File: src/hdl/cct_pkg.sv
// shared constants and types of the core cycle timing control block
// Overview of operation
// - At normal speed each machine cycle lasts exactly one clock, not twelve.
// - An instruction normally spends one machine cycle per fetched byte plus one cycle to execute; a three-byte one has no execute cycle.
// - An external data move takes as few as two machine cycles, a direct-to-direct move three.
// - Only the cycle count differs from the original core; results, pointers and flags match.
// - Software may add a stretch of up to 10 machine cycles to each external data access.
// - External memory modes needing several clocks per cycle lengthen those cycles.
// - Power-management mode stretches every machine cycle to 1024 clocks.
// - With switchback enabled a pending interrupt ends power-management mode by itself.
// - When so configured, the address latch strobe stays low outside external accesses.
// - Timers are stopped after reset; once started they count once per 12 clocks, and each may be set to count every clock.
// - A low program-memory source pin sends every code fetch to external memory.
// - External data writes drive the active-low write strobe on port 3 bit 6.
// - External data reads drive the active-low read strobe on port 3 bit 7.
// - Two data pointers exist, with optional auto increment or decrement and auto toggle.
package cct_pkg;
   // ****************************************************************
   // register map
   // ****************************************************************
   localparam logic [7:0] ADDR_CTRL = 8'h00;
   localparam logic [7:0] ADDR_DPTR0 = 8'h04;
   localparam logic [7:0] ADDR_DPTR1 = 8'h08;
   localparam logic [7:0] ADDR_INSTR = 8'h0c;
   localparam logic [7:0] ADDR_STATUS = 8'h10;
   localparam logic [7:0] ADDR_TMR0 = 8'h14;
   localparam logic [7:0] ADDR_TMR1 = 8'h18;
   localparam logic [7:0] ADDR_TMR2 = 8'h1c;
   localparam logic [31:0] CTRL_RESET = 32'h0;
   // ****************************************************************
   // timing counts
   // ****************************************************************
   localparam int DIV_W = 11;
   localparam logic [10:0] DIV_NORMAL = 11'h001;
   localparam logic [10:0] DIV_PMM = 11'h400;
   localparam logic [10:0] DIV_TMR_LEGACY = 11'h00c;
   localparam logic [3:0] STRETCH_MAX = 4'ha;
   localparam int NUM_TMR = 3;
   // ****************************************************************
   // field layouts
   // ****************************************************************
   typedef struct packed {
      logic [10:0] rsv_hi;
      logic [2:0] tmr_run;
      logic [1:0] ext_mode;
      logic dp_sel;
      logic dp_toggle;
      logic dp_dec;
      logic dp_auto;
      logic rsv_mid;
      logic [2:0] tmr_fast;
      logic [3:0] stretch;
      logic rsv_lo;
      logic ale_quiet;
      logic swb_en;
      logic pmm;
   } cct_ctrl_t;
   typedef enum logic [1:0] {
      KIND_PLAIN = 2'h0,
      KIND_XREAD = 2'h1,
      KIND_XWRITE = 2'h2,
      KIND_RSV = 2'h3
   } cct_kind_t;
   typedef struct packed {
      logic [15:0] rsv_hi;
      logic [7:0] wdata;
      logic [3:0] rsv_lo;
      cct_kind_t kind;
      logic [1:0] nbytes;
   } cct_instr_t;
   typedef enum logic [3:0] {
      ST_IDLE = 4'h1,
      ST_FETCH = 4'h2,
      ST_EXEC = 4'h4,
      ST_XACC = 4'h8
   } cct_state_t;
endpackage

File: src/hdl/cct_sync.sv
// two flip-flop synchroniser for pin inputs
`timescale 1ns/100ps
module cct_sync #(
   parameter int W = 1
) (
   input wire logic clk, // system clock
   input wire logic rst, // synchronous reset
   input wire logic [W-1:0] d, // asynchronous input
   output logic [W-1:0] q // synchronised output
);
   typedef struct packed {
      logic [W-1:0] meta;
      logic [W-1:0] stab;
   } cct_sync_t;
   cct_sync_t s;
   cct_sync_t next_s;
   always_comb
   begin
      next_s.meta = d;
      next_s.stab = s.meta;
   end
   always_ff @(posedge clk)
   begin
      if (rst)
         s <= '0;
      else
         s <= next_s;
   end
   assign q = s.stab;
endmodule

File: src/hdl/cct_tick_div.sv
// clock divider giving one tick per divisor clocks; divisor taken in each tick cycle
`timescale 1ns/100ps
module cct_tick_div #(
   parameter int W = 11
) (
   input wire logic clk, // system clock
   input wire logic rst, // synchronous reset
   input wire logic [W-1:0] div, // clocks per tick, zero treated as one
   output logic tick // one-cycle pulse in the last clock of each period
);
   typedef struct packed {
      logic [W-1:0] cnt;
      logic [W-1:0] div_q;
   } cct_div_t;
   cct_div_t s;
   cct_div_t next_s;
   always_comb
   begin
      next_s = s;
      if (s.cnt >= s.div_q - W'(1))
      begin
         // a new divisor only ever starts a fresh period
         next_s.cnt = '0;
         next_s.div_q = (div == '0) ? W'(1) : div;
      end
      else
         next_s.cnt = s.cnt + W'(1);
   end
   always_ff @(posedge clk)
   begin
      if (rst)
      begin
         s <= '0;
         s.div_q <= W'(1);
      end
      else
         s <= next_s;
   end
   // tick shares its cycle with the reload, so a divisor chosen from the state
   // that the user enters on this tick times exactly that next period
   assign tick = (s.cnt >= s.div_q - W'(1));
endmodule

File: src/hdl/cct_core_timing.sv
// machine cycle sequencer, external data move strobes, data pointers and timers
`timescale 1ns/100ps
module cct_core_timing (
   input wire logic clk, // system clock, 100 MHz
   input wire logic rst, // synchronous reset, active high
   input wire logic psel, // apb select
   input wire logic penable, // apb access phase
   input wire logic pwrite, // apb write
   input wire logic [7:0] paddr, // apb byte address
   input wire logic [31:0] pwdata, // apb write data
   output logic [31:0] prdata, // apb read data
   output logic pready, // apb ready
   output logic pslverr, // apb error on unmapped address
   input wire logic irq_pending, // interrupt pending from core logic
   input wire logic program_memory_source_pin, // low selects external code
   input wire logic [7:0] ext_rdata, // external data bus in
   output logic [15:0] ext_addr, // external address
   output logic [7:0] ext_wdata, // external data bus out
   output logic ext_data_oe, // data bus output enable
   output logic wr_n, // write strobe, port 3 bit 6
   output logic rd_n, // read strobe, port 3 bit 7
   output logic ale, // address latch strobe
   output logic prog_fetch_n, // external program fetch strobe
   output logic mc_strobe, // one pulse per machine cycle
   output logic [2:0] tmr_tick // timer increment pulses
);
   // ****************************************************************
   // state
   // ****************************************************************
   typedef struct packed {
      cct_pkg::cct_ctrl_t ctrl;
      logic [1:0][15:0] data_pointer_pair;
      logic [2:0][15:0] tmr;
      cct_pkg::cct_state_t st;
      logic pend;
      cct_pkg::cct_instr_t ins;
      logic [1:0] bytes_left;
      logic [3:0] stretch_left;
      logic [15:0] cyc_cnt;
      logic [15:0] last_cycles;
      logic [7:0] last_rdata;
      logic [31:0] prdata;
      logic pready;
      logic pslverr;
      logic [15:0] ext_addr;
      logic [7:0] ext_wdata;
      logic ext_data_oe;
      logic wr_n;
      logic rd_n;
      logic ale;
      logic prog_fetch_n;
      logic mc_strobe;
      logic [2:0] tmr_tick;
   } cct_core_t;
   cct_core_t s;
   cct_core_t next_s;
   logic code_pin;
   logic [7:0] rdata_sync;
   logic mc_tick;
   logic [10:0] mc_div;
   logic [2:0] pre_tick;
   logic code_ext;
   logic x_cycle;
   logic [3:0] wr_stretch;
   logic apb_wr;
   logic apb_rd;
   logic done;
   logic sel;
   logic [15:0] dp_next;
   cct_pkg::cct_ctrl_t wctrl;
   // ****************************************************************
   // pin synchronisers and dividers
   // ****************************************************************
   cct_sync #(.W(1)) u_code_sync (
      .clk(clk),
      .rst(rst),
      .d(program_memory_source_pin),
      .q(code_pin)
   );
   cct_sync #(.W(8)) u_rdata_sync (
      .clk(clk),
      .rst(rst),
      .d(ext_rdata),
      .q(rdata_sync)
   );
   cct_tick_div #(.W(cct_pkg::DIV_W)) u_mc_div (
      .clk(clk),
      .rst(rst),
      .div(mc_div),
      .tick(mc_tick)
   );
   genvar gi;
   generate
      for (gi = 0; gi < cct_pkg::NUM_TMR; gi++)
      begin : g_tmr
         cct_tick_div #(.W(cct_pkg::DIV_W)) u_pre (
            .clk(clk),
            .rst(rst),
            .div(s.ctrl.tmr_fast[gi] ? cct_pkg::DIV_NORMAL : cct_pkg::DIV_TMR_LEGACY),
            .tick(pre_tick[gi])
         );
      end
   endgenerate
   assign code_ext = ~code_pin;
   // ****************************************************************
   // machine cycle length
   // ****************************************************************
   // the divisor is sampled only at a tick, so a mode change never splits a cycle
   always_comb
   begin
      if (next_s.ctrl.pmm)
         mc_div = cct_pkg::DIV_PMM;
      else if (x_cycle)
         mc_div = 11'({next_s.ctrl.ext_mode} + 3'h1);
      else
         mc_div = cct_pkg::DIV_NORMAL;
   end
   // ****************************************************************
   // sequencer, bus slave and timers
   // ****************************************************************
   always_comb
   begin
      next_s = s;
      apb_wr = psel & penable & pwrite & s.pready;
      apb_rd = psel & penable & ~s.pready;
      done = 1'b0;
      sel = s.ctrl.dp_sel;
      dp_next = s.data_pointer_pair[sel];
      wctrl = cct_pkg::cct_ctrl_t'(pwdata);
      wr_stretch = (wctrl.stretch > cct_pkg::STRETCH_MAX) ? cct_pkg::STRETCH_MAX : wctrl.stretch;
      next_s.pready = psel & penable & ~s.pready;
      next_s.pslverr = 1'b0;
      next_s.prdata = '0;
      // register writes, taken at the completing edge
      if (apb_wr)
      begin
         unique case (paddr)
            cct_pkg::ADDR_CTRL:
            begin
               next_s.ctrl = wctrl;
               next_s.ctrl.rsv_hi = '0;
               next_s.ctrl.rsv_mid = 1'b0;
               next_s.ctrl.rsv_lo = 1'b0;
               next_s.ctrl.stretch = wr_stretch;
            end
            cct_pkg::ADDR_DPTR0: next_s.data_pointer_pair[0] = pwdata[15:0];
            cct_pkg::ADDR_DPTR1: next_s.data_pointer_pair[1] = pwdata[15:0];
            cct_pkg::ADDR_INSTR:
            begin
               // a request while busy is dropped; software polls busy first
               if (!s.pend && s.st == cct_pkg::ST_IDLE)
               begin
                  next_s.pend = 1'b1;
                  next_s.ins = cct_pkg::cct_instr_t'(pwdata);
               end
            end
            cct_pkg::ADDR_TMR0: next_s.tmr[0] = pwdata[15:0];
            cct_pkg::ADDR_TMR1: next_s.tmr[1] = pwdata[15:0];
            cct_pkg::ADDR_TMR2: next_s.tmr[2] = pwdata[15:0];
            default: ;
         endcase
      end
      // read data and error are registered at the same edge that raises pready
      if (apb_rd)
      begin
         unique case (paddr)
            cct_pkg::ADDR_CTRL: next_s.prdata = s.ctrl;
            cct_pkg::ADDR_DPTR0: next_s.prdata = {16'h0, s.data_pointer_pair[0]};
            cct_pkg::ADDR_DPTR1: next_s.prdata = {16'h0, s.data_pointer_pair[1]};
            cct_pkg::ADDR_INSTR: next_s.prdata = {s.last_cycles, s.last_rdata, 7'h0,
                                                  s.pend | (s.st != cct_pkg::ST_IDLE)};
            cct_pkg::ADDR_STATUS: next_s.prdata = {28'h0, s.ctrl.dp_sel,
                                                   s.pend | (s.st != cct_pkg::ST_IDLE),
                                                   code_ext, s.ctrl.pmm};
            cct_pkg::ADDR_TMR0: next_s.prdata = {16'h0, s.tmr[0]};
            cct_pkg::ADDR_TMR1: next_s.prdata = {16'h0, s.tmr[1]};
            cct_pkg::ADDR_TMR2: next_s.prdata = {16'h0, s.tmr[2]};
            default: next_s.pslverr = 1'b1;
         endcase
      end
      else if (psel & penable & ~s.pready & pwrite)
      begin
         next_s.pslverr = (paddr[1:0] != 2'h0) || (paddr > cct_pkg::ADDR_TMR2);
      end
      if (s.ctrl.swb_en && irq_pending)
         next_s.ctrl.pmm = 1'b0;
      // timers count on their own prescaler, not on the machine cycle
      for (int i = 0; i < cct_pkg::NUM_TMR; i++)
      begin
         next_s.tmr_tick[i] = pre_tick[i] & s.ctrl.tmr_run[i];
         if (pre_tick[i] && s.ctrl.tmr_run[i])
            next_s.tmr[i] = s.tmr[i] + 16'h1;
      end
      // the sequencer moves only at machine cycle boundaries
      if (mc_tick)
      begin
         if (s.st != cct_pkg::ST_IDLE)
            next_s.cyc_cnt = s.cyc_cnt + 16'h1;
         unique case (s.st)
            cct_pkg::ST_IDLE:
            begin
               if (s.pend)
               begin
                  next_s.pend = 1'b0;
                  next_s.cyc_cnt = '0;
                  next_s.st = cct_pkg::ST_FETCH;
                  // the reserved kind is fetched like a plain instruction
                  if (s.ins.kind == cct_pkg::KIND_XREAD || s.ins.kind == cct_pkg::KIND_XWRITE)
                     next_s.bytes_left = 2'h1;
                  else
                     next_s.bytes_left = (s.ins.nbytes == 2'h0) ? 2'h1 : s.ins.nbytes;
               end
            end
            cct_pkg::ST_FETCH:
            begin
               next_s.bytes_left = s.bytes_left - 2'h1;
               if (s.bytes_left == 2'h1)
               begin
                  if (s.ins.kind == cct_pkg::KIND_XREAD || s.ins.kind == cct_pkg::KIND_XWRITE)
                  begin
                     next_s.st = cct_pkg::ST_XACC;
                     next_s.stretch_left = s.ctrl.stretch;
                  end
                  else if (s.ins.nbytes == 2'h3)
                     done = 1'b1;
                  else
                     next_s.st = cct_pkg::ST_EXEC;
               end
            end
            cct_pkg::ST_EXEC: done = 1'b1;
            cct_pkg::ST_XACC:
            begin
               if (s.stretch_left == 4'h0)
               begin
                  done = 1'b1;
                  if (s.ins.kind == cct_pkg::KIND_XREAD)
                     next_s.last_rdata = rdata_sync;
                  // pointer side effects are those of the original move
                  if (s.ctrl.dp_auto)
                  begin
                     dp_next = s.ctrl.dp_dec ? s.data_pointer_pair[sel] - 16'h1 : s.data_pointer_pair[sel] + 16'h1;
                     next_s.data_pointer_pair[sel] = dp_next;
                  end
                  if (s.ctrl.dp_toggle)
                     next_s.ctrl.dp_sel = ~s.ctrl.dp_sel;
               end
               else
                  next_s.stretch_left = s.stretch_left - 4'h1;
            end
            default: next_s.st = cct_pkg::ST_IDLE;
         endcase
         if (done)
         begin
            next_s.st = cct_pkg::ST_IDLE;
            next_s.last_cycles = s.cyc_cnt + 16'h1;
         end
      end
      // ****************************************************************
      // pin outputs, registered from the next state
      // ****************************************************************
      x_cycle = (next_s.st == cct_pkg::ST_XACC) || (next_s.st == cct_pkg::ST_FETCH && code_ext);
      next_s.mc_strobe = mc_tick;
      next_s.ale = mc_tick & (~next_s.ctrl.ale_quiet | x_cycle);
      next_s.prog_fetch_n = ~(next_s.st == cct_pkg::ST_FETCH && code_ext);
      next_s.wr_n = ~(next_s.st == cct_pkg::ST_XACC &&
                      next_s.ins.kind == cct_pkg::KIND_XWRITE);
      next_s.rd_n = ~(next_s.st == cct_pkg::ST_XACC &&
                      next_s.ins.kind == cct_pkg::KIND_XREAD);
      next_s.ext_data_oe = ~next_s.wr_n;
      next_s.ext_wdata = next_s.wr_n ? 8'h0 : next_s.ins.wdata;
      next_s.ext_addr = (next_s.st == cct_pkg::ST_XACC) ? s.data_pointer_pair[s.ctrl.dp_sel] : 16'h0;
   end
   always_ff @(posedge clk)
   begin
      if (rst)
      begin
         s <= '0;
         s.ctrl <= cct_pkg::CTRL_RESET;
         s.st <= cct_pkg::ST_IDLE;
         s.wr_n <= 1'b1;
         s.rd_n <= 1'b1;
         s.prog_fetch_n <= 1'b1;
      end
      else
         s <= next_s;
   end
   assign prdata = s.prdata;
   assign pready = s.pready;
   assign pslverr = s.pslverr;
   assign ext_addr = s.ext_addr;
   assign ext_wdata = s.ext_wdata;
   assign ext_data_oe = s.ext_data_oe;
   assign wr_n = s.wr_n;
   assign rd_n = s.rd_n;
   assign ale = s.ale;
   assign prog_fetch_n = s.prog_fetch_n;
   assign mc_strobe = s.mc_strobe;
   assign tmr_tick = s.tmr_tick;
endmodule

File: config.mk
export PLATFORM = sky130hd
export DESIGN_NAME = cct_core_timing
export DESIGN_NICKNAME = d
export VERILOG_FILES = /design/src/hdl/cct_pkg.sv /design/src/hdl/cct_sync.sv /design/src/hdl/cct_tick_div.sv /design/src/hdl/cct_core_timing.sv
export SDC_FILE = /design/constraint.sdc
export NUM_CORES = 1
export LEC_CHECK = 0
export ABC_AREA = 1
export BUFFER_PORTS_ARGS = -buffer_cell sky130_fd_sc_hd__buf_4
export CAP_MARGIN = 20
export CELL_PAD_IN_SITES_DETAIL_PLACEMENT = 1
export CELL_PAD_IN_SITES_GLOBAL_PLACEMENT = 1
export CORE_ASPECT_RATIO = 1.25
export CORE_MARGIN = 3
export CORE_UTILIZATION = 45
export CTS_BUF_LIST = sky130_fd_sc_hd__clkbuf_4 sky130_fd_sc_hd__clkbuf_8
export CTS_CLUSTER_DIAMETER = 30
export CTS_CLUSTER_SIZE = 8
export DETAILED_ROUTE_END_ITERATION = 10
export GPL_TIMING_DRIVEN = 0
export PLACE_DENSITY_LB_ADDON = 0.1
export SLEW_MARGIN = 20
export SYNTH_ARGS = -nofsm -noshare
export SYNTH_HDL_FRONTEND = slang
export SYNTH_HIERARCHICAL = 1
export SYNTH_SLANG_ARGS = --single-unit
File: constraint.sdc
create_clock -name clk -period 8.32 [get_ports clk]
set_clock_uncertainty 0.1 [all_clocks]
set_input_delay 1.664 -clock clk [delete_from_list [all_inputs] [get_ports clk]]
set_output_delay 1.664 -clock clk [all_outputs]
set_load 0.005 [all_outputs]
==> metrics <==
hold crit path type reg -> reg; worst skew pair latency 0.66 ns; Num Clock Sinks 335; Placer Congestion 0.9635; CP Capture Type flip-flop; CTS tree yes; Crit Path Max Fanout 10; post-synth top area share 35.64%; Hold Violations, Final 0; DP Area 20560 sq um; Pint 0.003580 W; Finished Layout Cells 3538; vias 18922; post-placement cell count 3392; register area share after synthesis 35.64%; DRT Wirelength 68210 microns; total track usage 30.29%; largest area contributor in the netlist dfxtp_1; cell count after synthesis 2669; Post-route DRC 0; sw frac 34.93%; I/O pin cnt 122; combinational power share 27.5%; Final nets 3055; Die W 188.9 microns; Tcrit/Tclk final 52.34%; Flop pwr share 32.5%; top cells by area, synth dfxtp_1, nand2_1, inv_1, nor2_1, ha_1; Worst setup SP type flip-flop; fin. max-slew vios 0; Inserted Clock Buffers 82; Area growth syn-to-layout 19.08%; Netlist cell types 56; register bit total from synthesis 335; Worst Path Required 8.76 ns; Die ar. 44320 sq um; cell area after synthesis 18820 sq um; number of flops mapped to enable cells by yosys 0; Crit Path Class reg -> reg; max_cap viols 0; PD cells 245.5 nW/um^2; Setup-failing EPs final 0; Clk pwr share 40.0%; setup tns final 0 ns; Reg clk slew, reported paths 0.06 ns; Pre-antenna DRT Iters 6; Initial Util 45.64%; Filler cells 5447; largest net degree at the start of global routing 17; hold buffer count at cts 0; syn avg cell area 7.050 sq um; first-pass GRT wire length 106900 microns; DP HPWL 51660 microns; WP data arrival 4.79 ns; post-cts sizing count 0; Longest Clk Path Bufs 3; I/O Buffers 110; Detailed Route Iter0 Violations 1101; fin crit period 4.355 ns; count leader, synth nand2_1; Slew @ Worst Pin 1.139 ns; prevailing post-synth register cell dfxtp_1; Placement Rows 83; setup repair bufs after CTS 0; initial antenna violation count 0; top post-synthesis cells by count nand2_1, inv_1, dfxtp_1; yosys warns 6; cell area after layout 22410 sq um; Peak Freq 229.6 MHz; post-synthesis async set-or-reset flop share 0%; layout cells sized above 1 17.41%; Leak 9.890 nW; NetSw 0.001921 W; htree depth 3; Worst VDD drop 0.1616 mV; Die Height 234.6 microns; RSZ-0062 raised after global routing no; final total power 0.005502 W; vias in the first global route 20013; DR vias/cell 5.348; worst relative slew slack 24.09%; clk root buf clkbuf_8; outcome completed; total grt overflow 0; Placeable Area 41230 sq um; DRT antenna net count 0; routed len/inst 19.28 microns; diode count 0
[worst paths after layout]
path	from	to	slack, ns	depth (start not counted)
max	u_mc_div/s[2]	u_mc_div/s[0]	3.97	23
min	u_rdata_sync/next_s[2]	u_rdata_sync/q[2]	0.30	2
max reg2reg	u_mc_div/s[2]	u_mc_div/s[0]	3.97	23
min reg2reg	u_rdata_sync/next_s[2]	u_rdata_sync/q[2]	0.30	2
[cells by family after synthesis]
family	Yosys count	synth area share, %
AND/OR/NAND/NOR	1204	29.24
buffers and inverters	515	12.16
AO/OA/AOI/OAI	449	13.70
flip-flops	335	35.64
XOR/XNOR	89	4.143
adder cells (fa/ha/maj)	76	5.093
other	1	0.01993
[state kept, by name, summed over array words and instances, names as in the netlist]
| signal | flops |
|---|---|
| s | 161 |
| g_tmr.u_pre/s | 66 |
| mc_strobe | 1 |
| u_code_sync/q | 1 |
| rd_n | 1 |
| ext_addr | 16 |
| pready | 1 |
| u_rdata_sync/next_s | 8 |
| wr_n | 1 |
| u_rdata_sync/q | 8 |
| sel | 1 |
| prdata | 32 |
| u_code_sync/next_s | 1 |
| ext_wdata | 8 |
| u_mc_div/s | 22 |
| pslverr | 1 |
| ale | 1 |
| prog_fetch_n | 1 |
| tmr_tick | 3 |
| ext_data_oe | 1 |
[worst max-delay path: stages (launching register included)]
cell	delay (ns)
dfxtp_1	0.35
inv_1	0.14
nand2_1	0.08
nor3_1	0.20
nand2_1	0.13
nor3_1	0.19
xor2_1	0.23
ha_1	0.30
nand2_1	0.11
nand2_2	0.07
a21oi_4	0.15
nand4_1	0.50
inv_1	0.48
nand2_1	0.16
nand2_2	0.14
nand3_4	0.12
a21oi_2	0.26
nand3_1	0.10
inv_1	0.09
nor2_1	0.04
nand4_1	0.07
o21ai_0	0.07
nand2_1	0.07
nand3_1	0.08
[per-layer routing]
layer	part of all wire, %	track usage (%)
met1	40	34.61
met2	50	53.73
met3	6.0	5.969
met4	4.6	14.68
met5	0	0
[through the flow]
| step | worst slack (ns) | hold slack [ns] | utilization [%] |
|---|---|---|---|
| finish | 3.965 | 0.3022 | 54.35 |
| global route | 3.546 | 0.3178 | 54.35 |
| CTS | 3.972 | 0.3053 | 54.35 |
| detailed placement | 3.562 | 0.2966 | 49.87 |
| global placement | 3.604 | 0.2913 | 49.87 |
| floorplan | 4.585 | 0.2883 | - |
[layout by cell type, fill, tap and decap left out, types with 17 or more instances in the layout]
cell,count
nand2_2,24
xor2_1,66
inv_1,362
nand2_1,540
a31oi_1,28
nor2_1,305
conb_1,62
o21ai_0,148
nor2_4,17
dfxtp_1,335
nand4_1,24
nor2_2,64
xnor2_1,23
nand3_1,129
clkbuf_8,105
ha_1,75
a21oi_1,149
buf_2,19
inv_2,18
nor3_1,45
buf_4,169
o22ai_1,39
clkbuf_1,34
clkinv_2,19
[power by group through the flow]
stage	clock, W	sequential [W]	combinational (W)
2_1_floorplan	0	0.00179	0.00115
3_3_place_gp	0	0.00181	0.00142
3_5_place_dp	0	0.00182	0.00151
4_1_cts	0.00224	0.00179	0.00153
5_1_grt	0.00233	0.00180	0.00171
6_report	0.00220	0.00179	0.00151
[area by class of cell]
type,count,area (sq um),share of cell area [%]
Buffer,131,847.1,3.780
Clock buffer,112,1498,6.684
Clock inverter,34,346.6,1.547
Inverter,384,1441,6.433
Multi-Input combinational cell,1880,10050,44.86
Sequential cell,335,6706,29.93
Tap cell,552,690.7,3.082
Timing Repair Buffer,110,825.8,3.686
Power figures use the tool's default switching activity.
